File: src/shared/psf_pkg.sv
// Package for the port security and storm filter block.
// Assumes a 50 MHz clock and a 32-bit AXI4-Lite register bus.
package psf_pkg;
    localparam int NUM_PORTS = 14;
    localparam int MAC_W = 48;
    localparam int CLK_HZ = 50000000;
    localparam int INTERVAL_MS = 100;
    localparam int INTERVAL_CYC = CLK_HZ / 1000 * INTERVAL_MS;
    localparam int STORM_LIMIT = 20;
    localparam int CNT_W = 16;
    localparam int DEBT_W = 16;
    // Register byte offsets
    localparam logic [7:0] REG_CTRL = 8'h00;
    localparam logic [7:0] REG_SEC_EN = 8'h04;
    localparam logic [7:0] REG_FAST = 8'h08;
    localparam logic [7:0] REG_LOCKED = 8'h0C;
    localparam logic [7:0] REG_SUSP = 8'h10;
    localparam logic [7:0] REG_STATUS = 8'h14;
    localparam logic [7:0] REG_MASK = 8'h18;
    localparam int CTRL_STORM_EN = 0;
    localparam logic [13:0] FAST_RESET = 14'h3000;
    // Status bit positions
    localparam int ST_SEC_DROP = 0;
    localparam int ST_STORM = 1;
    localparam int ST_LEARN = 2;
    localparam int ST_W = 3;
    localparam logic [1:0] RESP_OKAY = 2'h0;
    localparam logic [1:0] RESP_SLVERR = 2'h2;
endpackage : psf_pkg

File: src/logic/psf_filter.sv
// Ingress filter: per-port source-address lock plus storm control.
// Assumes one frame header per cycle from the ports, fabric takes a verdict per frame.
// Notes on behaviour
// - Secured port learns the first source address seen as authorized
// - Secured port drops frames whose source differs from authorized
// - Disabling security erases the address and accepts everyone
// - Security off on all ports after reset
// - Fast Ethernet ports never apply source-address security
// - Ports are numbered 1 to 14
// - Only received broadcast and multicast frames are rate limited
// - One module-wide enable supervises every port at once
// - Over 20 flood frames in 100 ms suspends that port's flooding
// - Suspension ends once rate falls below 200 per second
// - Suspension ends once average rate is paid back below 200
// - Limit is per input port, not per output
// - Storm control off forwards everything normally
// - Storm control off after reset
//
// The register offsets and the AXI4-Lite register port were left to the implementer.
`timescale 1ns/1ps
module psf_filter #(
    parameter int NUM_PORTS = psf_pkg::NUM_PORTS,
    parameter int INTERVAL_CYC = psf_pkg::INTERVAL_CYC
) (
    input wire logic aclk,
    input wire logic aresetn,
    input wire logic ce,
    input wire logic frm_valid,
    input wire logic [3:0] frm_port,
    input wire logic [psf_pkg::MAC_W-1:0] frm_src,
    input wire logic [psf_pkg::MAC_W-1:0] frm_dst,
    output logic fwd_valid,
    output logic fwd_pass,
    output logic [3:0] fwd_port,
    output logic irq,
    input wire logic [7:0] s_axi_awaddr,
    input wire logic s_axi_awvalid,
    output logic s_axi_awready,
    input wire logic [31:0] s_axi_wdata,
    input wire logic [3:0] s_axi_wstrb,
    input wire logic s_axi_wvalid,
    output logic s_axi_wready,
    output logic [1:0] s_axi_bresp,
    output logic s_axi_bvalid,
    input wire logic s_axi_bready,
    input wire logic [7:0] s_axi_araddr,
    input wire logic s_axi_arvalid,
    output logic s_axi_arready,
    output logic [31:0] s_axi_rdata,
    output logic [1:0] s_axi_rresp,
    output logic s_axi_rvalid,
    input wire logic s_axi_rready
);
    logic storm_en;
    logic [NUM_PORTS-1:0] sec_en;
    logic [NUM_PORTS-1:0] fast_port;
    logic [NUM_PORTS-1:0] locked;
    logic [psf_pkg::MAC_W-1:0] auth_addr [NUM_PORTS];
    logic [NUM_PORTS-1:0] suspended;
    logic [psf_pkg::ST_W-1:0] status;
    logic [psf_pkg::ST_W-1:0] mask;
    logic [31:0] tick_cnt;
    logic interval_tick;

    // Port numbers 1..14 map to index 0..13
    function automatic logic [NUM_PORTS-1:0] port_onehot(input logic [3:0] num);
        port_onehot = '0;
        if (num >= 4'h1 && 32'(num) <= NUM_PORTS) begin
            port_onehot[num - 4'h1] = 1'b1;
        end
    endfunction : port_onehot

    wire [NUM_PORTS-1:0] frm_sel = frm_valid ? port_onehot(frm_port) : '0;
    wire frm_legal = |frm_sel;
    wire [3:0] frm_idx = frm_port - 4'h1;
    // Group bit of the destination covers broadcast as well as multicast
    wire frm_flood = frm_dst[40];
    wire [NUM_PORTS-1:0] sec_active = sec_en & ~fast_port;
    wire frm_sec = frm_legal && sec_active[frm_idx];
    wire frm_locked = frm_legal && locked[frm_idx];
    wire sec_drop = frm_sec && frm_locked && (auth_addr[frm_idx] != frm_src);
    wire sec_learn = frm_sec && !frm_locked;
    wire storm_drop = frm_legal && frm_flood && suspended[frm_idx];
    wire pass_now = frm_legal && !sec_drop && !storm_drop;

    assign interval_tick = (tick_cnt == 32'(INTERVAL_CYC - 1));
    always_ff @(posedge aclk) begin
        if (!aresetn || !storm_en) begin
            tick_cnt <= '0;
        end else if (ce) begin
            tick_cnt <= interval_tick ? '0 : tick_cnt + 32'h1;
        end
    end

    genvar gp;
    generate
        for (gp = 0; gp < NUM_PORTS; gp++) begin : g_port
            psf_storm_port u_storm (
                .aclk(aclk),
                .aresetn(aresetn),
                .ce(ce),
                .enable(storm_en),
                .interval_tick(interval_tick),
                .flood_seen(frm_sel[gp] && frm_flood),
                .suspended(suspended[gp])
            );
            always_ff @(posedge aclk) begin
                if (!aresetn) begin
                    locked[gp] <= 1'b0;
                    auth_addr[gp] <= '0;
                end else if (ce && !sec_active[gp]) begin
                    locked[gp] <= 1'b0;
                    auth_addr[gp] <= '0;
                end else if (ce && sec_learn && frm_sel[gp]) begin
                    locked[gp] <= 1'b1;
                    auth_addr[gp] <= frm_src;
                end
            end
        end
    endgenerate

    always_ff @(posedge aclk) begin
        if (!aresetn) begin
            fwd_valid <= 1'b0;
            fwd_pass <= 1'b0;
            fwd_port <= 4'h0;
        end else if (ce) begin
            fwd_valid <= frm_valid;
            fwd_pass <= pass_now;
            fwd_port <= frm_port;
        end
    end

    // AXI4-Lite slave: address and data accepted in either order
    logic aw_held;
    logic w_held;
    logic [7:0] aw_addr;
    logic [31:0] w_data;
    logic [3:0] w_strb;
    wire aw_take = s_axi_awvalid && s_axi_awready;
    wire w_take = s_axi_wvalid && s_axi_wready;
    wire wr_go = aw_held && w_held && !s_axi_bvalid;
    wire wr_ctrl = wr_go && aw_addr == psf_pkg::REG_CTRL && w_strb[0];
    wire wr_sec = wr_go && aw_addr == psf_pkg::REG_SEC_EN;
    wire wr_fast = wr_go && aw_addr == psf_pkg::REG_FAST;
    wire wr_mask = wr_go && aw_addr == psf_pkg::REG_MASK && w_strb[0];
    wire wr_hit = aw_addr == psf_pkg::REG_CTRL || aw_addr == psf_pkg::REG_SEC_EN ||
        aw_addr == psf_pkg::REG_FAST || aw_addr == psf_pkg::REG_MASK;
    wire [31:0] sec_merge = 32'({w_strb[1] ? w_data[15:8] : {2'h0, sec_en[13:8]},
        w_strb[0] ? w_data[7:0] : sec_en[7:0]}) & 32'h3FFF;
    wire [31:0] fast_merge = 32'({w_strb[1] ? w_data[15:8] : {2'h0, fast_port[13:8]},
        w_strb[0] ? w_data[7:0] : fast_port[7:0]}) & 32'h3FFF;
    wire rd_go = s_axi_arvalid && s_axi_arready;
    wire rd_status = rd_go && s_axi_araddr == psf_pkg::REG_STATUS;
    wire rd_hit = s_axi_araddr <= psf_pkg::REG_MASK && s_axi_araddr[1:0] == 2'h0;
    logic [31:0] rd_mux;
    always_comb begin
        case (s_axi_araddr)
            psf_pkg::REG_CTRL: rd_mux = {31'h0, storm_en};
            psf_pkg::REG_SEC_EN: rd_mux = 32'(sec_en);
            psf_pkg::REG_FAST: rd_mux = 32'(fast_port);
            psf_pkg::REG_LOCKED: rd_mux = 32'(locked);
            psf_pkg::REG_SUSP: rd_mux = 32'(suspended);
            psf_pkg::REG_STATUS: rd_mux = 32'(status);
            psf_pkg::REG_MASK: rd_mux = 32'(mask);
            default: rd_mux = 32'h0;
        endcase
    end
    logic [NUM_PORTS-1:0] susp_q;
    wire storm_rise = |(suspended & ~susp_q);
    wire [psf_pkg::ST_W-1:0] ev = {sec_learn && ce, storm_rise, sec_drop && ce};

    always_ff @(posedge aclk) begin
        if (!aresetn) begin
            s_axi_awready <= 1'b1;
            s_axi_wready <= 1'b1;
            aw_held <= 1'b0;
            w_held <= 1'b0;
            aw_addr <= 8'h00;
            w_data <= 32'h0;
            w_strb <= 4'h0;
            s_axi_bvalid <= 1'b0;
            s_axi_bresp <= psf_pkg::RESP_OKAY;
            s_axi_arready <= 1'b1;
            s_axi_rvalid <= 1'b0;
            s_axi_rdata <= 32'h0;
            s_axi_rresp <= psf_pkg::RESP_OKAY;
        end else begin
            if (aw_take) begin
                aw_held <= 1'b1;
                aw_addr <= s_axi_awaddr;
                s_axi_awready <= 1'b0;
            end
            if (w_take) begin
                w_held <= 1'b1;
                w_data <= s_axi_wdata;
                w_strb <= s_axi_wstrb;
                s_axi_wready <= 1'b0;
            end
            if (wr_go) begin
                aw_held <= 1'b0;
                w_held <= 1'b0;
                s_axi_bvalid <= 1'b1;
                s_axi_bresp <= wr_hit ? psf_pkg::RESP_OKAY : psf_pkg::RESP_SLVERR;
            end
            if (s_axi_bvalid && s_axi_bready) begin
                s_axi_bvalid <= 1'b0;
                s_axi_awready <= 1'b1;
                s_axi_wready <= 1'b1;
            end
            if (rd_go) begin
                s_axi_arready <= 1'b0;
                s_axi_rvalid <= 1'b1;
                s_axi_rdata <= rd_mux;
                s_axi_rresp <= rd_hit ? psf_pkg::RESP_OKAY : psf_pkg::RESP_SLVERR;
            end
            if (s_axi_rvalid && s_axi_rready) begin
                s_axi_rvalid <= 1'b0;
                s_axi_arready <= 1'b1;
            end
        end
    end

    // Configuration ignores clock enable so software can always reach it
    always_ff @(posedge aclk) begin
        if (!aresetn) begin
            sec_en <= '0;
            storm_en <= 1'b0;
            fast_port <= psf_pkg::FAST_RESET;
            mask <= '0;
        end else begin
            if (wr_ctrl) begin
                storm_en <= w_data[psf_pkg::CTRL_STORM_EN];
            end
            if (wr_sec) begin
                sec_en <= sec_merge[NUM_PORTS-1:0];
            end
            if (wr_fast) begin
                fast_port <= fast_merge[NUM_PORTS-1:0];
            end
            if (wr_mask) begin
                mask <= w_data[psf_pkg::ST_W-1:0];
            end
        end
    end

    // Set wins over the read that clears
    always_ff @(posedge aclk) begin
        if (!aresetn) begin
            status <= '0;
            susp_q <= '0;
            irq <= 1'b0;
        end else begin
            susp_q <= suspended;
            status <= (rd_status ? '0 : status) | ev;
            irq <= |(((rd_status ? '0 : status) | ev) & mask);
        end
    end
endmodule : psf_filter

File: src/logic/psf_storm_port.sv
// One port's broadcast and multicast rate limiter.
// Assumes interval_tick is common to all ports and one cycle long.
`timescale 1ns/1ps
module psf_storm_port #(
    parameter int LIMIT = psf_pkg::STORM_LIMIT
) (
    input wire logic aclk,
    input wire logic aresetn,
    input wire logic ce,
    input wire logic enable,
    input wire logic interval_tick,
    input wire logic flood_seen,
    output logic suspended
);
    logic [psf_pkg::CNT_W-1:0] count;
    logic [psf_pkg::DEBT_W-1:0] debt;
    logic [psf_pkg::CNT_W-1:0] next_count;
    logic [psf_pkg::DEBT_W-1:0] next_debt;
    logic next_suspended;
    logic over;
    logic slow;

    assign over = count > psf_pkg::CNT_W'(LIMIT);
    assign slow = count < psf_pkg::CNT_W'(LIMIT);

    always_comb begin
        next_count = count;
        next_debt = debt;
        next_suspended = suspended;
        if (!enable) begin
            next_count = '0;
            next_debt = '0;
            next_suspended = 1'b0;
        end else if (interval_tick) begin
            next_count = flood_seen ? psf_pkg::CNT_W'(1) : '0;
            if (!suspended && over) begin
                // Over twenty suspends; excess becomes debt in intervals
                next_suspended = 1'b1;
                // Rounded up so the average over the whole suspension stays at or under the limit
                next_debt = psf_pkg::DEBT_W'((32'(count) + LIMIT - 1) / LIMIT) - 1'b1;
            end else if (suspended) begin
                if (debt != '0) begin
                    next_debt = debt - 1'b1;
                end
                if (slow || debt <= psf_pkg::DEBT_W'(1)) begin
                    next_suspended = 1'b0;
                    next_debt = '0;
                end
            end
        end else if (flood_seen && count != '1) begin
            next_count = count + 1'b1;
        end
    end

    always_ff @(posedge aclk) begin
        if (!aresetn) begin
            count <= '0;
            debt <= '0;
            suspended <= 1'b0;
        end else if (ce) begin
            count <= next_count;
            debt <= next_debt;
            suspended <= next_suspended;
        end
    end
endmodule : psf_storm_port

File: config.mk
export PLATFORM = sky130hd
export DESIGN_NAME = psf_filter
export DESIGN_NICKNAME = d
export VERILOG_FILES = /design/src/shared/psf_pkg.sv /design/src/logic/psf_filter.sv /design/src/logic/psf_storm_port.sv
export SDC_FILE = /design/constraint.sdc
export NUM_CORES = 2
export LEC_CHECK = 0
export ABC_AREA = 0
export BUFFER_PORTS_ARGS = -buffer_cell sky130_fd_sc_hd__buf_2
export CAP_MARGIN = 20
export CELL_PAD_IN_SITES_DETAIL_PLACEMENT = 1
export CELL_PAD_IN_SITES_GLOBAL_PLACEMENT = 2
export CORE_MARGIN = 10
export CORE_UTILIZATION = 41
export CTS_BUF_LIST = sky130_fd_sc_hd__clkbuf_8
export DETAILED_ROUTE_END_ITERATION = 10
export HOLD_SLACK_MARGIN = 0.15
export PLACE_DENSITY = 0.86
export SYNTH_ARGS = -nofsm -noshare
export SYNTH_HDL_FRONTEND = slang
export SYNTH_SLANG_ARGS = --single-unit
File: constraint.sdc
create_clock -name aclk -period 9 [get_ports aclk]
set_clock_uncertainty 0.15 [all_clocks]
set_input_delay 1.8 -clock aclk [delete_from_list [all_inputs] [get_ports aclk]]
set_output_delay 1.8 -clock aclk [all_outputs]
set_load 0.005 [all_outputs]
==> flow_summary.yaml <==
route:
  drtAntennaViolNets: 0
  post_drt_wl_per_cell_um: 23.3
  dr_total_vias: 92200
  drt_iter0_drc: 7505
  vias_per_cell: 6.23
  firstDrtPassIters: 6
  drt-total-wl_mm: 345
  drc: 0
global_routing:
  grt_pass1_wl_mm: 541
  overflow: 0
  grt_pass1_vias: 94000
  grt_usage_pct: 25.4
  antenna_found_initial: 31
  grt_max_degree: 116
place:
  place_hpwl_mm: 240
  placed_cells: 14300
  gp_congestion: 0.877
  portBuffers: 121
  dp_slack_ns: -0.0187
  placed_area_sq_um: 102000
cts:
  clock_latency_ns: 1.09
  cts_tree: "yes"
  cts_root_buf: "clkbuf_8"
  clk_path_buf_depth: 3
  numCtsBuffers: 229
  clkTransAtPathRegs_ns: 0.06
  clkSinkCount: 1283
  htreeDepth: 4
critical_path:
  cpPeakStageDelay_ns: 0.57
  path_max_fanout: 15
  crit_buf_inv: 1
  crit_family: "compound AO/OA/AOI/OAI gates"
  worst_ep_arrival_time_ns: 9.12
  crit_cells: 28
  rr_worst_depth: 28
  end_kind: "flip-flop"
  timing.critical_path.mode_cell: "nand2_2"
  path_class: "reg -> reg"
  crit_required_ns: 9.66
  cp_slowest_cell: "or4_4"
  start_kind: "flip-flop"
layout:
  syn_to_final_growth_pct: 9.81
  fin_nets: 11700
  finalNonFillerCells: 14800
  drive_above_1_share_pct: 12.4
  fin_area_sq_um: 107000
  fill_cells: 27800
synth:
  synth_area_sq_um: 97900
  ys_warn_count: 0
  synth_cells: 11500
  synthArstFlopShare_pct: 0
  avgSynthCellArea_sq_um: 8.52
  synth-main-ff-cell: "edfxtp_1"
  ys_seq_elements: 1283
  ys_types: 137
  synth-edff-count: 672
  ys_seq_area_share_pct: 33.1
floorplan:
  coreArea_sq_um: 238000
  die-area_sq_um: 259000
  io_pins: 209
  rows: 179
  die_h_um: 509
  initial_utilization_pct: 41.2
  die_w_um: 509
timing:
  fin_crit_ns: 8.46
  slew_viol_final: 0
  fmax_ghz: 0.118
  fin_crit_sh_pct: 94.0
  slew_headroom_pct: 23.9
  hold_ws_ns: 0.310
  rsz0062_at_grt: "yes"
  hold_viol: 0
  fin_ws_ns: 0.541
  worst_pin_slew_ns: 1.14
  setup_viol: 0
run:
  drv_cap: 0
min_path:
  hp-class: "reg -> reg"
  hold_depth: 2
run_status:
  status: "finished, final reports clean"
pwr:
  power.density_nw_per_um2: 120
  leakage_nw: 39.2
  vdd_drop_max_uv: 159
## per-stage QoR
stage | setup TNS [ns] | total power, mW | utilization [%]
after floorplan | 0 | 6.99 | -
after global placement | 0 | 7.30 | 42.8
after detailed placement | -0.0218 | 7.34 | 42.8
after CTS | 0 | 13.0 | 44.8
after global routing | -0.282 | 13.3 | 45.2
final | 0 | 12.9 | 45.2
## metal layers
layer,global-route usage (%),part of all wire [%],vias up
met3,3.73,5.6,695
li1,-,-,42700
met1,32.2,42,46200
met4,9.97,4.1,22
met5,0,0.040,-
met2,43.5,48,2702
## layout by cell type (no fill, tap or decap), drive strengths merged, types with 204 or more instances in the layout
cell type  count
nand3        431
xor2         300
clkbuf       261
mux4         204
xnor2        630
buf          417
edfxtp       672
nor2        1103
nand2       1004
o21ai        669
inv          297
a21oi        709
and2         792
dfxtp        611
nor3         407
## sequential cells by signal, indices dropped and copies added (netlist names), 4 cells and up
name                      count
g_port.u_storm.count        224
fast_port                    14
s_axi_rdata                  14
w_data                       14
g_port.u_storm.debt         224
susp_q                       14
g_port.u_storm.suspended     14
sec_en                       14
aw_addr                       8
locked                       14
fwd_port                      4
auth_addr                   672
tick_cnt                     32
## Yosys cell counts, types with 136 or more instances
| cell | instances | share of area, % |
|---|---|---|
| nor2_1 | 1097 | 4.2 |
| nand2_1 | 1000 | 3.8 |
| and2_1 | 786 | 5.0 |
| a21oi_1 | 694 | 3.5 |
| edfxtp_1 | 672 | 21 |
| o21ai_0 | 628 | 3.2 |
| xnor2_1 | 628 | 5.6 |
| dfxtp_1 | 611 | 12 |
| clkbuf_1 | 504 | 1.9 |
| nand3_1 | 427 | 2.2 |
| nor3_1 | 399 | 2.0 |
| xor2_1 | 300 | 2.7 |
| inv_1 | 213 | 0.82 |
| mux4_2 | 204 | 4.7 |
| nor4_1 | 173 | 1.1 |
| nand4_1 | 167 | 1.1 |
| a31oi_1 | 137 | 0.88 |
| or3_1 | 136 | 0.87 |
## cell type report
cell class	instances	area [sq um]	area share (%)
Clock inverter	164	1160	1.08
Clock buffer	259	3560	3.32
Inverter	215	815	0.758
Multi-Input combinational cell	9278	62600	58.2
Antenna cell	15	37.5	0.0349
Tap cell	3167	3960	3.69
Sequential cell	1283	32400	30.2
Timing Repair Buffer	419	2920	2.72
## worst paths after layout
path | startpoint | end | slack, ns
max | g_port[11].u_storm.count[2]$_SDFFE_PN0P_ | g_port[11].u_storm.debt[6]$_SDFFE_PN0P_ | 0.54
max reg2reg | g_port[11].u_storm.count[2]$_SDFFE_PN0P_ | g_port[11].u_storm.debt[6]$_SDFFE_PN0P_ | 0.54
min reg2reg | aw_addr[5]$_SDFFE_PN0P_ | aw_addr[5]$_SDFFE_PN0P_ | 0.31
min | aw_addr[5]$_SDFFE_PN0P_ | aw_addr[5]$_SDFFE_PN0P_ | 0.31
## repair_timing
| item | in CTS | in global routing |
|---|---|---|
| gates cloned | 0 | 1 |
| resized for setup | 2 | 167 |
| setup buffers | 0 | 22 |
| pin swaps | 0 | 11 |
| hold buffers | 0 | 0 |
| setup endpoints to repair | 3 | 134 |
## power by group
part	switching, mW	total [mW]	internal [mW]
registers	0.0573	6.34	6.29
logic	0.575	0.886	0.311
clock network	2.79	5.64	2.86
## cells by family after synthesis
family	after synthesis	synth area share (%)
flip-flops	1283	33.1
other	1	0.00383
XOR/XNOR	930	8.34
AO/OA/AOI/OAI	2987	21.0
adder cells (fa/ha/maj)	150	1.87
buffers and inverters	949	4.05
multiplexers	393	6.73
AND/OR/NAND/NOR	4797	24.9
## worst min-delay path: cells and delay by family, from the launching register on
| kind | cells | cell delay, ns |
|---|---|---|
| and+or+nand+nor | 1 | 0.05 |
| AOI/OAI and AO/OA | 1 | 0.05 |
| DFF | 1 | 0.31 |
No activity file was read; power rests on OpenSTA's default activity.
